`src/include/sss_pkg.sv`:
```
// shared constants and types for the speed setpoint sources block
package sss_pkg;
  localparam int RPM_W = 16;
  localparam int TIME_W = 16;
  localparam int CFG_W = 5;
  localparam int ADDR_W = 8;
  localparam int DATA_W = 32;
  localparam int N_PRESET = 16;
  localparam int PRESET_AW = 4;
  localparam int N_DIRECT = 4;
  localparam int SEL_W = 4;
  localparam int THR_W = 34;
  localparam int ROUTE_W = 16;

  // register byte offsets
  localparam logic [ADDR_W-1:0] REG_CFG = 8'h00;
  localparam logic [ADDR_W-1:0] REG_UP_TIME = 8'h04;
  localparam logic [ADDR_W-1:0] REG_DN_TIME = 8'h08;
  localparam logic [ADDR_W-1:0] REG_START = 8'h0c;
  localparam logic [ADDR_W-1:0] REG_CEIL = 8'h10;
  localparam logic [ADDR_W-1:0] REG_FLOOR = 8'h14;
  localparam logic [ADDR_W-1:0] REG_METHOD = 8'h18;
  localparam logic [ADDR_W-1:0] REG_MAIN_RT = 8'h1c;
  localparam logic [ADDR_W-1:0] REG_EXTRA_RT = 8'h20;
  localparam logic [ADDR_W-1:0] REG_STATUS = 8'h24;
  localparam logic [ADDR_W-1:0] REG_FIXED = 8'h28;
  localparam logic [ADDR_W-1:0] REG_POT = 8'h2c;
  localparam logic [ADDR_W-1:0] REG_PRESET_BASE = 8'h40;
  localparam logic [1:0] PRESET_PAGE = 2'h1;

  // ramped potentiometer configuration bits
  localparam int CFG_RETAIN = 0;
  localparam int CFG_AUTO_RAMP = 1;
  localparam int CFG_ROUND = 2;
  localparam int CFG_PERSIST = 3;
  localparam int CFG_ALWAYS = 4;
  localparam logic [CFG_W-1:0] CFG_RESET = 5'h06;

  // status bits
  localparam int ST_FIXED_SEL = 0;
  localparam int ST_POT_ON = 1;

  // timing
  localparam int RAMP_DEFAULT_S = 10;
  localparam int MS_PER_S = 1000;
  localparam logic [TIME_W-1:0] RAMP_DEFAULT_MS = TIME_W'(RAMP_DEFAULT_S * MS_PER_S);
  localparam int MS_NS = 1000000;
  localparam int CLK_PERIOD_NS = 25;
  localparam int CYC_PER_MS_DEFAULT = MS_NS / CLK_PERIOD_NS;
  localparam logic [TIME_W-1:0] TIME_ZERO = 16'h0000;
  localparam int ROUND_STEPS = 16;

  // speed defaults in rpm
  localparam logic signed [RPM_W-1:0] START_DEFAULT = 16'sh0000;
  localparam logic signed [RPM_W-1:0] CEIL_DEFAULT = 16'sh0000;
  localparam logic signed [RPM_W-1:0] FLOOR_DEFAULT = 16'sh0000;
  localparam logic signed [RPM_W-1:0] RPM_ZERO = 16'sh0000;
  localparam logic signed [RPM_W-1:0] RPM_ONE = 16'sh0001;

  // source codes: 1050 potentiometer, 1024 fixed speeds
  localparam logic [ROUTE_W-1:0] ROUTE_NONE = 16'h0000;
  localparam logic [ROUTE_W-1:0] ROUTE_POT = 16'h041a;
  localparam logic [ROUTE_W-1:0] ROUTE_FIXED = 16'h0400;

  typedef enum logic [1:0] {
    SSS_DIRECT = 2'b01,
    SSS_BINARY = 2'b10
  } sss_method_type;

  typedef enum logic [0:0] {
    SSS_POT_OFF = 1'b0,
    SSS_POT_ON = 1'b1
  } sss_pot_state_type;
endpackage

```
`src/rtl/sss_preset_mem.sv`:
```
// fixed speed preset store with two registered read ports
`timescale 1ns/1ps
module sss_preset_mem #(
  parameter int W = 16,
  parameter int AW = 4
) (
  input wire logic clk_i,
  input wire logic rst_i,
  input wire logic wr_en_i,
  input wire logic [AW-1:0] wr_addr_i,
  input wire logic [W-1:0] wr_data_i,
  input wire logic [AW-1:0] ra_addr_i,
  output logic [W-1:0] ra_data_o,
  input wire logic [AW-1:0] rb_addr_i,
  output logic [W-1:0] rb_data_o
);
  logic [W-1:0] mem_ff [2**AW];

  // presets power up at zero rpm
  always_ff @(posedge clk_i) begin
    if (rst_i) begin
      for (int i = 0; i < 2**AW; i++) begin
        mem_ff[i] <= '0;
      end
    end else if (wr_en_i) begin
      mem_ff[wr_addr_i] <= wr_data_i;
    end
  end

  always_ff @(posedge clk_i) begin
    if (rst_i) begin
      ra_data_o <= '0;
      rb_data_o <= '0;
    end else begin
      ra_data_o <= mem_ff[ra_addr_i];
      rb_data_o <= mem_ff[rb_addr_i];
    end
  end
endmodule

```
`src/rtl/sss_top.sv`:
```
// speed setpoint sources: ramped up/down setpoint and fixed speed selector
`timescale 1ns/1ps
// Behaviour
// RQ1: raise command ramps up, lower ramps down
// RQ2: separate up and down ramp times, 10 s
// RQ3: start value in rpm, default zero
// RQ4: five configuration bits, default 00110
// RQ5: start value or saved value at switch-on
// RQ6: automatic mode without ramp when bit01 clear
// RQ7: manual mode always ramps; a zero ramp time jumps straight to the limit instead
// RQ8: bit02 gives gentle initial rounding
// RQ9: bit03 with bit00 stores across power loss
// RQ10: bit04 clear updates only with pulses enabled
// RQ11: ceiling and floor speeds, default zero
// RQ12: rising accept edge loads preset value
// RQ13: preset value comes from its own input
// RQ14: main setpoint routable to potentiometer, 1050
// RQ15: both setpoints routable to fixed speeds, 1024
// RQ16: direct mode sums the selected presets
// RQ17: select bit n enables preset n+1
// RQ18: binary mode picks one of sixteen
// RQ19: method 1 direct, 2 binary, default direct
// RQ20: flag high while any preset selected
// RQ21: clamp after each step, hold when idle
// RQ22: per-clock increment from time and ceiling
module sss_top
  import sss_pkg::*;
#(
  parameter int CYC_PER_MS = CYC_PER_MS_DEFAULT
) (
  input wire logic clk_i,
  input wire logic rst_i,
  input wire logic wb_cyc_i,
  input wire logic wb_stb_i,
  input wire logic wb_we_i,
  input wire logic [ADDR_W-1:0] wb_adr_i,
  input wire logic [3:0] wb_sel_i,
  input wire logic [DATA_W-1:0] wb_dat_i,
  output logic [DATA_W-1:0] wb_dat_o,
  output logic wb_ack_o,
  input wire logic motor_on_i,
  input wire logic pulses_en_i,
  input wire logic auto_manual_select_i,
  input wire logic pot_raise_cmd_i,
  input wire logic pot_lower_cmd_i,
  input wire logic pot_accept_preset_i,
  input wire logic signed [RPM_W-1:0] pot_preset_value_i,
  input wire logic fixed_select_bit0_i,
  input wire logic fixed_select_bit1_i,
  input wire logic fixed_select_bit2_i,
  input wire logic fixed_select_bit3_i,
  output logic signed [RPM_W-1:0] ramped_updown_setpoint_o,
  output logic signed [RPM_W-1:0] fixed_speed_result_o,
  output logic fixed_selected_flag_o,
  output logic signed [RPM_W-1:0] main_setpoint_o,
  output logic signed [RPM_W-1:0] extra_setpoint_o,
  output logic persist_wr_o,
  output logic signed [RPM_W-1:0] persist_data_o
);
  function automatic logic signed [RPM_W-1:0] clamp_rpm(input logic signed [RPM_W-1:0] v,
      input logic signed [RPM_W-1:0] lo, input logic signed [RPM_W-1:0] hi);
    if (v > hi) begin
      return hi;
    end else if (v < lo) begin
      return lo;
    end
    return v;
  endfunction

  function automatic logic [15:0] be_merge(input logic [15:0] old, input logic [15:0] nw,
      input logic [1:0] be);
    return {be[1] ? nw[15:8] : old[15:8], be[0] ? nw[7:0] : old[7:0]};
  endfunction

  function automatic logic signed [RPM_W-1:0] route_pick(input logic [ROUTE_W-1:0] rt,
      input logic signed [RPM_W-1:0] pot, input logic signed [RPM_W-1:0] fixed);
    if (rt == ROUTE_POT) begin
      return pot;
    end else if (rt == ROUTE_FIXED) begin
      return fixed;
    end
    return RPM_ZERO;
  endfunction

  function automatic logic signed [RPM_W+1:0] clamp_wide(input logic signed [RPM_W+1:0] v);
    if (v > (RPM_W+2)'(16'sh7fff)) begin
      return (RPM_W+2)'(16'sh7fff);
    end else if (v < (RPM_W+2)'(16'sh8000)) begin
      return (RPM_W+2)'(16'sh8000);
    end
    return v;
  endfunction

  // software registers
  logic [CFG_W-1:0] cfg_ff;
  logic [TIME_W-1:0] up_time_ff;
  logic [TIME_W-1:0] dn_time_ff;
  logic signed [RPM_W-1:0] start_ff;
  logic signed [RPM_W-1:0] ceil_ff;
  logic signed [RPM_W-1:0] floor_ff;
  sss_method_type method_ff;
  logic [ROUTE_W-1:0] main_rt_ff;
  logic [ROUTE_W-1:0] extra_rt_ff;
  logic ack_ff;
  logic preset_rd_ff;
  logic [DATA_W-1:0] dat_ff;

  // potentiometer state
  sss_pot_state_type pot_state_ff;
  logic motor_q_ff;
  logic accept_q_ff;
  logic signed [RPM_W-1:0] pot_ff;
  logic signed [RPM_W-1:0] nxt_pot;
  logic signed [RPM_W-1:0] stored_ff;
  logic [THR_W-1:0] acc_ff;
  logic [THR_W-1:0] nxt_acc;
  logic [4:0] round_cnt_ff;

  // fixed speed state
  logic [1:0] scan_ff;
  logic [PRESET_AW-1:0] addr_q_ff;
  logic binary_q_ff;
  logic signed [RPM_W+1:0] sum_ff;
  logic signed [RPM_W-1:0] fixed_ff;
  logic flag_ff;
  logic [RPM_W-1:0] ra_data;
  logic [RPM_W-1:0] rb_data;

  logic bus_req;
  logic bus_wr;
  logic preset_hit;
  logic [SEL_W-1:0] sel;
  logic on_rise;
  logic off_fall;
  logic accept_rise;
  logic upd_en;
  logic dir_up;
  logic dir_dn;
  logic immediate;
  logic rounding;
  logic step_fire;
  logic signed [RPM_W-1:0] target;
  logic [TIME_W-1:0] ramp_ms;
  logic [RPM_W-1:0] rate;
  logic [THR_W-1:0] thr;
  logic [THR_W-1:0] acc_sum;
  logic signed [RPM_W+1:0] term;

  assign bus_req = wb_cyc_i & wb_stb_i & ~ack_ff;
  assign bus_wr = bus_req & wb_we_i;
  assign preset_hit = wb_adr_i[7:6] == PRESET_PAGE;
  assign sel = {fixed_select_bit3_i, fixed_select_bit2_i, fixed_select_bit1_i,
                fixed_select_bit0_i};
  assign wb_ack_o = ack_ff;
  assign wb_dat_o = preset_rd_ff ? {{(DATA_W-RPM_W){1'b0}}, rb_data} : dat_ff;

  always_ff @(posedge clk_i) begin
    if (rst_i) begin
      ack_ff <= 1'b0;
      preset_rd_ff <= 1'b0;
    end else begin
      ack_ff <= bus_req;
      preset_rd_ff <= bus_req & preset_hit;
    end
  end

  // configuration writes; unmapped writes are dropped
  always_ff @(posedge clk_i) begin
    if (rst_i) begin
      // RQ4: configuration reset pattern
      cfg_ff <= CFG_RESET;
      // RQ2: both ramp times ten seconds
      up_time_ff <= RAMP_DEFAULT_MS;
      dn_time_ff <= RAMP_DEFAULT_MS;
      // RQ3: start value zero rpm
      start_ff <= START_DEFAULT;
      // RQ11: speed limits zero rpm
      ceil_ff <= CEIL_DEFAULT;
      floor_ff <= FLOOR_DEFAULT;
      // RQ19: direct selection after reset
      method_ff <= SSS_DIRECT;
      main_rt_ff <= ROUTE_NONE;
      extra_rt_ff <= ROUTE_NONE;
    end else if (bus_wr) begin
      case (wb_adr_i)
        REG_CFG: begin
          if (wb_sel_i[0]) begin
            cfg_ff <= wb_dat_i[CFG_W-1:0];
          end
        end
        REG_UP_TIME: up_time_ff <= be_merge(up_time_ff, wb_dat_i[15:0], wb_sel_i[1:0]);
        REG_DN_TIME: dn_time_ff <= be_merge(dn_time_ff, wb_dat_i[15:0], wb_sel_i[1:0]);
        REG_START: start_ff <= be_merge(start_ff, wb_dat_i[15:0], wb_sel_i[1:0]);
        REG_CEIL: ceil_ff <= be_merge(ceil_ff, wb_dat_i[15:0], wb_sel_i[1:0]);
        REG_FLOOR: floor_ff <= be_merge(floor_ff, wb_dat_i[15:0], wb_sel_i[1:0]);
        REG_METHOD: begin
          // RQ19: only codes 1 and 2 accepted
          if (wb_sel_i[0] && (wb_dat_i[1:0] == SSS_DIRECT || wb_dat_i[1:0] == SSS_BINARY)) begin
            method_ff <= sss_method_type'(wb_dat_i[1:0]);
          end
        end
        REG_MAIN_RT: main_rt_ff <= be_merge(main_rt_ff, wb_dat_i[15:0], wb_sel_i[1:0]);
        REG_EXTRA_RT: extra_rt_ff <= be_merge(extra_rt_ff, wb_dat_i[15:0], wb_sel_i[1:0]);
        default: begin
        end
      endcase
    end
  end

  always_ff @(posedge clk_i) begin
    if (rst_i) begin
      dat_ff <= '0;
    end else if (bus_req) begin
      case (wb_adr_i)
        REG_CFG: dat_ff <= {{(DATA_W-CFG_W){1'b0}}, cfg_ff};
        REG_UP_TIME: dat_ff <= {16'h0000, up_time_ff};
        REG_DN_TIME: dat_ff <= {16'h0000, dn_time_ff};
        REG_START: dat_ff <= {16'h0000, start_ff};
        REG_CEIL: dat_ff <= {16'h0000, ceil_ff};
        REG_FLOOR: dat_ff <= {16'h0000, floor_ff};
        REG_METHOD: dat_ff <= {30'h0, method_ff};
        REG_MAIN_RT: dat_ff <= {16'h0000, main_rt_ff};
        REG_EXTRA_RT: dat_ff <= {16'h0000, extra_rt_ff};
        REG_STATUS: dat_ff <= {30'h0, pot_state_ff == SSS_POT_ON, flag_ff};
        REG_FIXED: dat_ff <= {16'h0000, fixed_ff};
        REG_POT: dat_ff <= {16'h0000, pot_ff};
        default: dat_ff <= '0;
      endcase
    end
  end

  sss_preset_mem #(.W(RPM_W), .AW(PRESET_AW)) u_mem (
    .clk_i(clk_i),
    .rst_i(rst_i),
    .wr_en_i(bus_wr & preset_hit & (&wb_sel_i[1:0])),
    .wr_addr_i(wb_adr_i[5:2]),
    .wr_data_i(wb_dat_i[RPM_W-1:0]),
    // RQ18: binary index drives the read address
    .ra_addr_i(method_ff == SSS_BINARY ? sel : {2'b00, scan_ff}),
    .ra_data_o(ra_data),
    .rb_addr_i(wb_adr_i[5:2]),
    .rb_data_o(rb_data)
  );

  // potentiometer command decode
  assign on_rise = motor_on_i & ~motor_q_ff;
  assign off_fall = ~motor_on_i & motor_q_ff;
  assign accept_rise = pot_accept_preset_i & ~accept_q_ff;
  // RQ10: pulse enable gating unless bit04
  assign upd_en = cfg_ff[CFG_ALWAYS] | pulses_en_i;
  assign dir_up = pot_raise_cmd_i & ~pot_lower_cmd_i;
  assign dir_dn = pot_lower_cmd_i & ~pot_raise_cmd_i;
  assign target = dir_up ? ceil_ff : floor_ff;
  assign ramp_ms = dir_up ? up_time_ff : dn_time_ff;
  // RQ6: automatic mode bypasses ramp without bit01
  // RQ7: manual mode keeps the ramp unless the ramp time is zero
  assign immediate = (auto_manual_select_i & ~cfg_ff[CFG_AUTO_RAMP]) | (ramp_ms == TIME_ZERO);
  // RQ8: halve the rate for the first steps
  assign rounding = cfg_ff[CFG_ROUND] & (round_cnt_ff < 5'(ROUND_STEPS));
  assign rate = (ceil_ff < 0) ? RPM_W'(-ceil_ff) : ((ceil_ff == 0) ? RPM_ONE : ceil_ff);
  // RQ22: threshold is ramp time in clocks
  assign thr = (THR_W'(ramp_ms) * THR_W'(CYC_PER_MS)) << rounding;
  assign acc_sum = acc_ff + THR_W'(rate);
  assign step_fire = (pot_state_ff == SSS_POT_ON) & upd_en & (dir_up | dir_dn) & ~immediate
                     & ~accept_rise & (acc_sum >= thr) & (pot_ff != target);

  always_comb begin
    nxt_pot = pot_ff;
    nxt_acc = '0;
    if (on_rise) begin
      // RQ5: restore saved value or load start value
      // RQ3: start value taken at switch-on
      nxt_pot = cfg_ff[CFG_RETAIN] ? stored_ff : clamp_rpm(start_ff, floor_ff, ceil_ff);
    end else if (pot_state_ff == SSS_POT_ON && upd_en) begin
      if (accept_rise) begin
        // RQ12: preset taken on rising edge
        // RQ13: value from preset input
        nxt_pot = clamp_rpm(pot_preset_value_i, floor_ff, ceil_ff);
      end else if ((dir_up || dir_dn) && immediate) begin
        nxt_pot = clamp_rpm(target, floor_ff, ceil_ff);
      end else if (dir_up || dir_dn) begin
        nxt_acc = acc_sum;
        if (step_fire) begin
          // RQ1: one rpm towards the commanded limit
          // RQ21: clamp after each step
          nxt_pot = clamp_rpm(dir_up ? pot_ff + RPM_ONE : pot_ff - RPM_ONE, floor_ff, ceil_ff);
          nxt_acc = acc_sum - thr;
        end else if (pot_ff == target) begin
          nxt_acc = '0;
        end
      end
    end
  end

  always_ff @(posedge clk_i) begin
    if (rst_i) begin
      pot_state_ff <= SSS_POT_OFF;
      motor_q_ff <= 1'b0;
      accept_q_ff <= 1'b0;
      pot_ff <= RPM_ZERO;
      acc_ff <= '0;
    end else begin
      pot_state_ff <= motor_on_i ? SSS_POT_ON : SSS_POT_OFF;
      motor_q_ff <= motor_on_i;
      accept_q_ff <= pot_accept_preset_i;
      pot_ff <= nxt_pot;
      acc_ff <= nxt_acc;
    end
  end

  always_ff @(posedge clk_i) begin
    if (rst_i) begin
      round_cnt_ff <= '0;
    end else if (!(dir_up || dir_dn)) begin
      round_cnt_ff <= '0;
    end else if (step_fire && round_cnt_ff < 5'(ROUND_STEPS)) begin
      round_cnt_ff <= round_cnt_ff + 5'h01;
    end
  end

  // saved value and external store request at switch-off
  always_ff @(posedge clk_i) begin
    if (rst_i) begin
      stored_ff <= RPM_ZERO;
      persist_wr_o <= 1'b0;
      persist_data_o <= RPM_ZERO;
    end else begin
      persist_wr_o <= 1'b0;
      if (off_fall && cfg_ff[CFG_RETAIN]) begin
        stored_ff <= pot_ff;
        // RQ9: nonvolatile store only with bit03 and bit00
        persist_wr_o <= cfg_ff[CFG_PERSIST];
        persist_data_o <= pot_ff;
      end
    end
  end

  // fixed speeds: direct mode scans four presets, one per clock, result every four clocks; binary mode updates every clock
  // RQ17: select bit n gates preset n+1
  assign term = sel[addr_q_ff[1:0]] ? (RPM_W+2)'(signed'(ra_data)) : '0;

  always_ff @(posedge clk_i) begin
    if (rst_i) begin
      scan_ff <= '0;
      addr_q_ff <= '0;
      binary_q_ff <= 1'b0;
      sum_ff <= '0;
      fixed_ff <= RPM_ZERO;
    end else begin
      scan_ff <= scan_ff + 2'h1;
      addr_q_ff <= (method_ff == SSS_BINARY) ? sel : {2'b00, scan_ff};
      binary_q_ff <= method_ff == SSS_BINARY;
      if (binary_q_ff) begin
        fixed_ff <= signed'(ra_data);
        sum_ff <= '0;
      end else if (addr_q_ff[1:0] == 2'(N_DIRECT - 1)) begin
        // RQ16: sum of enabled presets, saturated
        fixed_ff <= RPM_W'(clamp_wide(sum_ff + term));
        sum_ff <= '0;
      end else begin
        sum_ff <= sum_ff + term;
      end
    end
  end

  always_ff @(posedge clk_i) begin
    if (rst_i) begin
      flag_ff <= 1'b0;
      main_setpoint_o <= RPM_ZERO;
      extra_setpoint_o <= RPM_ZERO;
    end else begin
      // RQ20: any selection bit set
      flag_ff <= sel != 4'h0;
      // RQ14: main route to the potentiometer
      // RQ15: either route to the fixed speeds
      main_setpoint_o <= route_pick(main_rt_ff, pot_ff, fixed_ff);
      extra_setpoint_o <= route_pick(extra_rt_ff, pot_ff, fixed_ff);
    end
  end

  assign ramped_updown_setpoint_o = pot_ff;
  assign fixed_speed_result_o = fixed_ff;
  assign fixed_selected_flag_o = flag_ff;
endmodule

```
`config.mk`:
```
export PLATFORM = sky130hd
export DESIGN_NAME = sss_top
export DESIGN_NICKNAME = d
export VERILOG_FILES = /design/src/include/sss_pkg.sv /design/src/rtl/sss_preset_mem.sv /design/src/rtl/sss_top.sv
export SDC_FILE = /design/constraint.sdc
export NUM_CORES = 2
export LEC_CHECK = 0
export ABC_AREA = 1
export ABC_CLOCK_PERIOD_IN_PS = 9100
export BUFFER_PORTS_ARGS = -buffer_cell sky130_fd_sc_hd__buf_4
export CAP_MARGIN = 20
export CORE_MARGIN = 5
export CORE_UTILIZATION = 45
export DETAILED_ROUTE_END_ITERATION = 16
export PLACE_DENSITY = 0.68
export SLEW_MARGIN = 20
export SYNTH_ARGS = -nofsm -noshare
export SYNTH_HDL_FRONTEND = slang
export SYNTH_SLANG_ARGS = --single-unit
```
`constraint.sdc`:
```
create_clock -name clk_i -period 9.1 [get_ports clk_i]
set_clock_uncertainty 0.05 [all_clocks]
set_input_delay 1.82 -clock clk_i [delete_from_list [all_inputs] [get_ports clk_i]]
set_output_delay 1.82 -clock clk_i [all_outputs]
set_load 0.05 [all_outputs]
```
* Yosys cells after proc, flatten, opt, wreduce, memory -nomap -nowiden *
Memories as Yosys holds them, arrays and structs flattened. A register that Yosys moved wholly into a read port is not among the register bits.
Index checks and enable logic that the tools add are counted.

cells by class
  add/subtract/negate cells = 8
  reduce and logical (&&, ||, !) cells = 40
  shift-type cells = 1
  $lt $le $gt $ge = 14
  equal/unequal tests = 22
  muxes and demuxes = 83
  multipliers = 1
  bitwise logic cells = 36

operator list
  kind                                                                    count
  16-bit 2-to-1 mux                                                       34
  16-bit case mux with 12 select lines                                    1
  34-bit 2-to-1 mux                                                       2
  16-bit by 11-bit == test with 1-bit output, second input constant       4
  16-bit > comparator                                                     4
  16-bit < comparator                                                     4
  3-bit AND reduction                                                     17
  1-bit 2-to-1 mux                                                        41
  34-bit by 16-bit adder with 34-bit output                               1
  34-bit >= comparator                                                    1
  32-bit by 1-bit << shifter with 34-bit output                           1
  34-bit subtractor                                                       1
  8-bit by 5-bit == test with 1-bit output, second input constant         4
  8-bit by 6-bit == test with 1-bit output, second input constant         4
  32-bit logical NOT                                                      1
  32-bit 2-to-1 mux                                                       1
  16-bit by 10-bit multiplier with 26-bit output, second input constant   1
  1-bit bitwise AND                                                       19
  18-bit adder                                                            1
  18-bit by 16-bit > comparator with 1-bit output, second input constant  1
  18-bit by 16-bit < comparator with 1-bit output, second input constant  1
  18-bit 2-to-1 mux                                                       1
  16-bit by 2-bit adder with 16-bit output, second input constant         1
  16-bit == test                                                          1
  27 further kinds                                                        58

word-level totals
  bits in writable memories = 256
  memories = 1
  input port bits = 75
  bits in registers = 300
  output and inout port bits = 115
  word-level logic and storage cells = 241

memory list
  name          depth  width  rd ports  clocked after memory_dff  write ports  line                  RTL
  u_mem.mem_ff  16     16     2         2                         16           sss_preset_mem.sv:17  logic [W-1:0] mem_ff [2**AW];

* Depth between registers and ports, before layout *
  word-level depth = 23
  mapped depth = 48
  gate-level depth less buffers = 46

* Cells and area by module *
From an unflattened synthesis, not the netlist that was laid out.

second synthesis, totals
  cell total of the unflattened synthesis = 5,715
  area, all modules = 40,257.4 um2

modules (own cells, without submodules)
  module          cells an instance  times used  area each (um2)  seq. area each (um2)
  sss_top         3,713              1           24,626.1         5,665.4
  sss_preset_mem  2,002              1           15,631.2         8,328.0

* Worst setup path after synthesis *
No wires, ideal clock.

  path kind = input-to-reg
  from = in pot_lower_cmd_i
  to = reg pot_ff[12] (netlist: ramped_updown_setpoint_o[12])
  required time = 8.941 ns
  setup time = 0.109 ns
  stages on the path = 38
  arrival time = 8.106 ns
  buffers on the path = 4
  setup slack = 0.834 ns
  cell sequence = inv_1 > ha_1 > buf_6 > buf_6 > clkbuf_1 > o21ai_0 > inv_1 > fa_1 > ha_1 > inv_1 > fa_1 > inv_1 > ha_1 > ha_1 > ha_1 > nand2_1 > nor2_1 > inv_1 > [2 not listed] > nand3_1 > xor2_1 > o21ai_0 > ha_1 > nand2_1 > nor2_1 > nand2_1 > nor2_1 > nand2_1 > nand3_1 > nand2_1 > nand3_1 > nand2_4 > a21boi_4 > buf_2 > nand4_1 > nand2_1 > inv_1

on the way
  longest elaborated chain between the ends = 19
  elaborated cells between the ends (all ways) = 52
  those cells by class = mul: 1; order compare: 5; eq/ne: 1; shift: 1; mux: 27; bitwise: 11; reduce/logical: 6

ends and longest elaborated chain
  element                                                                        line            RTL
  start: declaration                                                             sss_top.sv:45   input wire logic pot_lower_cmd_i,
  parallel branches: the longest is 19 deep, another holds 34-bit >= comparator  --
  end signal: assignment                                                         sss_top.sv:306  pot_ff <= nxt_pot;
  end: declaration                                                               sss_top.sv:112  logic signed [RPM_W-1:0] pot_ff;

Parallel ways; which one is timed is not known. The select of a mux whose other input is x is not followed.
A chain may end at the register's enable or synchronous reset.

* Final worst setup path *
Ends and elaborated chain as after synthesis.

==> out/qor.csv <==
stage;metric;value;unit
outcome;violations;DRC;
pwr;power.share.clock;38.2;%
worst_setup_path;slowest_stage;fa_1;
pwr;swShare;31.73;%
die;ioPinCount;190;
synth;synth_cells;5101;
drt;ant_nets;0;
clocking;postCtsSetupRepairBufs;0;
worst_setup_path;regToRegSetupSlack;2.05;ns
sta;rsz0062_at_grt;no;
placed_design;hpwl;97.90;mm
synth;synth.area.top_cells;edfxtp_1 (20%), dfxtp_1 (17%), ha_1 (9.3%);
worst_setup_path;max_stage_delay;0.53;ns
die;initial_core_util;45.45;%
synth;yosysUniqueCellTypes;65;
synth;syn_area;38100;µm²
drt;wl_met2;58.09;mm
layout;num-nets-final;5530;
drt;wl_met3;17.97;mm
pwr;seqPwrFrac;39.2;%
pwr;peakVddDrop;134.5;µV
drt;top_layer;met5;
sta;finalSetupViolCount;0;
clocking;clockRootBuffer;clkbuf_16;
clocking;clockBufferDepth;3;
global_routing;grt_max_degree;95;
die;rows;106;
worst_setup_path;setup.worst_path.end_class;flop;
worst_setup_path;rr_worst_depth;38;
placed_design;io_buffers;155;
global_routing;grt_pass1_wl;206.9;mm
die;die-area;90570;µm²
worst_setup_path;crit-reg2reg-launch;ceil_ff[1]$_SDFFE_PP0P_;
layout;reg.largest.list;u_mem.mem_ff (256), acc_ff (34), sum_ff (18);
layout;top_register;u_mem.mem_ff;
synth;synth.ff_latch_count;571;
synth;yosys_warnings;0;
layout;finalNonFillerCells;6324;
min_path;hold_depth;2;
drt;routed_wl;138.7;mm
drt;vias;37180;
pwr;p_leak;18.78;nW
global_routing;antenna_found_initial;6;
synth;netlist.area_leader.share;20.18;%
pwr;comb_power_share;22.6;%
worst_setup_path;cp_data_arrival_time;8.83;ns
min_path;hp-class;flop to flop;
pwr;internal_power;4.891;mW
min_path;hold_start;dat_ff[5]$_SDFFE_PP0P_;
sta;final_hold_viol_count;0;
drt;first_pass_iters;13;
worst_setup_path;crit_path_frequent_cell;nand2_1;
drt;drt-met1-wl;57.36;mm
layout;largest_reg_flops;256;
placed_design;routabilityCongestion;0.9787;
outcome;status;complete, but fails checks;
sta;layout_min_cycle_time;8.389;ns
die;coreArea;83820;µm²
layout;area_delta_synth_final;11.64;%
placed_design;dp.cells;6204;
sta;fmax;119.2;MHz
clocking;clk_pin_slew_worst_paths;0.06;ns
global_routing;track_usage;29.43;%
worst_setup_path;reg2reg_to;ramped_updown_setpoint_o[12]$_SDFFE_PP0P_;
pwr;power_density;168.5;nW/µm²
synth;ys_top_cells_by_count;nand2_1 (936), nor2_1 (662), inv_1 (479);
min_path;worstHoldEndpoint;dat_ff[5]$_SDFFE_PP0P_;
synth;async_flop_share;0;%
die;dieHeight;301.0;µm
pwr;p_switching;2.274;mW
drt;drt_iter0_drc;5154;
worst_setup_path;critPathLaunchType;input port;
sta;fin_tns_setup;0;ns
global_routing;grt_pass1_vias;33920;
synth;synth_edf_count;256;
sta;slew_violations;0;
clocking;cts-resized-gates;0;
sta;slew_headroom;18.88;%
clocking;cts_tree;built;
worst_setup_path;cp.required;9.55;ns
layout;drive_above_1_share;8.019;%
clocking;cts_buffers;66;
clocking;ctsHtreeMaxLevel;3;
pwr;totalPowerFinal;7.165;mW
job;max_cap_viol_count;0;
sta;worst_slew_pin_slew;1.215;ns
synth;yosysSeqAreaShare;36.73;%
drt;drc;2;
drt;wl_per_cell;21.93;µm
clocking;clk_latency;0.61;ns
die;die_w;301.0;µm
synth;yosys.area.top_type;edfxtp_1;
global_routing;grt_overflow;0;
worst_setup_path;worstPathMaxFanout;13;
clocking;postCtsHoldBufs;0;
synth;syn_avg_cell_area;7.468;µm²
clocking;cts_sinks;571;
sta;fin_crit_sh;92.19;%
worst_setup_path;critPathKind;input port to flop;
synth;synth.most_common_cell;nand2_1;
drt;routed_via_density;5.879;
synth;synthFlopType;dfxtp_1;
layout make-up:
cell class | instances | area [µm²]
Timing Repair Buffer | 239 | 1857
Clock inverter | 25 | 346.6
Inverter | 495 | 1871
Multi-Input combinational cell | 3769 | 21180
Clock buffer | 89 | 1861
Fill cell | 8220 | 41290
Sequential cell | 571 | 13990
Antenna cell | 2 | 5.005
Tap cell | 1134 | 1419
metal layers:
metal,vias to the layer above,track usage [%]
li1,17430,-
met5,-,0
met1,17190,41.94
met4,4,10.10
met3,319,7.311
met2,2235,43.63
power by group through the flow:
| stage | clock [mW] | sequential [mW] | combinational, mW |
|---|---|---|---|
| floorplan | 0 | 2.86 | 1.08 |
| global placement | 0 | 2.86 | 1.56 |
| detailed placement | 0 | 2.86 | 1.58 |
| CTS | 2.75 | 2.80 | 1.59 |
| global route | 2.87 | 2.81 | 1.79 |
| finish | 2.74 | 2.81 | 1.62 |
worst max path at each step:
stage | start | to | slack, ns | cells past startpoint
finish | pot_lower_cmd_i | ramped_updown_setpoint_o[12]$_SDFFE_PP0P_ | 0.71 | 45
global placement | pot_lower_cmd_i | ramped_updown_setpoint_o[3]$_SDFFE_PP0P_ | 0.21 | 47
floorplan | pot_lower_cmd_i | ramped_updown_setpoint_o[12]$_SDFFE_PP0P_ | 0.83 | 38
global route | pot_lower_cmd_i | ramped_updown_setpoint_o[5]$_SDFFE_PP0P_ | 0.04 | 45
detailed placement | pot_lower_cmd_i | ramped_updown_setpoint_o[12]$_SDFFE_PP0P_ | 0.19 | 45
CTS | pot_lower_cmd_i | ramped_updown_setpoint_o[5]$_SDFFE_PP0P_ | 0.77 | 43
layout by cell type, fill, tap and decap left out, types with 9 or more instances in the layout:
| cell | count |
|---|---|
| nor4_1 | 12 |
| ha_1 | 284 |
| o21ai_2 | 11 |
| o21ai_1 | 12 |
| nand4_1 | 45 |
| mux2_2 | 16 |
| xnor2_1 | 27 |
| xor2_1 | 93 |
| dfxtp_1 | 315 |
| clkbuf_16 | 68 |
| a31oi_1 | 9 |
| buf_4 | 233 |
| clkinv_1 | 12 |
| nor3_1 | 39 |
| o21a_1 | 12 |
| edfxtp_1 | 256 |
| a22oi_1 | 95 |
| o221ai_1 | 58 |
| o21bai_1 | 10 |
| a21oi_1 | 464 |
| a21o_1 | 14 |
| nand3_1 | 290 |
| nand3b_1 | 13 |
| nor2_1 | 658 |
| a221oi_1 | 33 |
| inv_1 | 476 |
| fa_1 | 29 |
| o21ai_0 | 469 |
| nand2_1 | 936 |
| o22ai_1 | 19 |
| a21boi_0 | 15 |
| conb_1 | 16 |
| clkbuf_1 | 13 |
| o211ai_1 | 15 |
metrics by stage:
| stage | worst slack, ns | util (%) | cell area [µm²] | hold slack [ns] |
|---|---|---|---|---|
| floorplan | 0.8342 | - | 38150 | 0.3729 |
| global placement | 0.2104 | 48.02 | 40250 | 0.4016 |
| global route | 0.03999 | 50.73 | 42520 | 0.4317 |
| detailed placement | 0.1864 | 48.02 | 40250 | 0.4114 |
| finish | 0.7106 | 50.74 | 42530 | 0.4178 |
| CTS | 0.7742 | 50.65 | 42460 | 0.4204 |
cells by family after synthesis:
kind of cell | Yosys count | share of synthesized area (%)
flip-flops | 571 | 36.73
AND/OR/NAND/NOR | 2037 | 22.04
adder cells (fa/ha/maj) | 313 | 10.85
AO/OA/AOI/OAI | 1265 | 19.05
other | 1 | 0.009844
multiplexers | 18 | 0.5255
XOR/XNOR | 120 | 2.759
buffers and inverters | 776 | 8.024
worst max-delay path, delay by kind of cell:
family	cells	cell delay, ns
adders and majority gates	8	2.69
AOI/OAI and AO/OA	7	1.49
buffers and inverters	12	0.95
and+or+nand+nor	17	1.79
xor gates and xnor gates	1	0.08
Power figures use the tool's default switching activity.
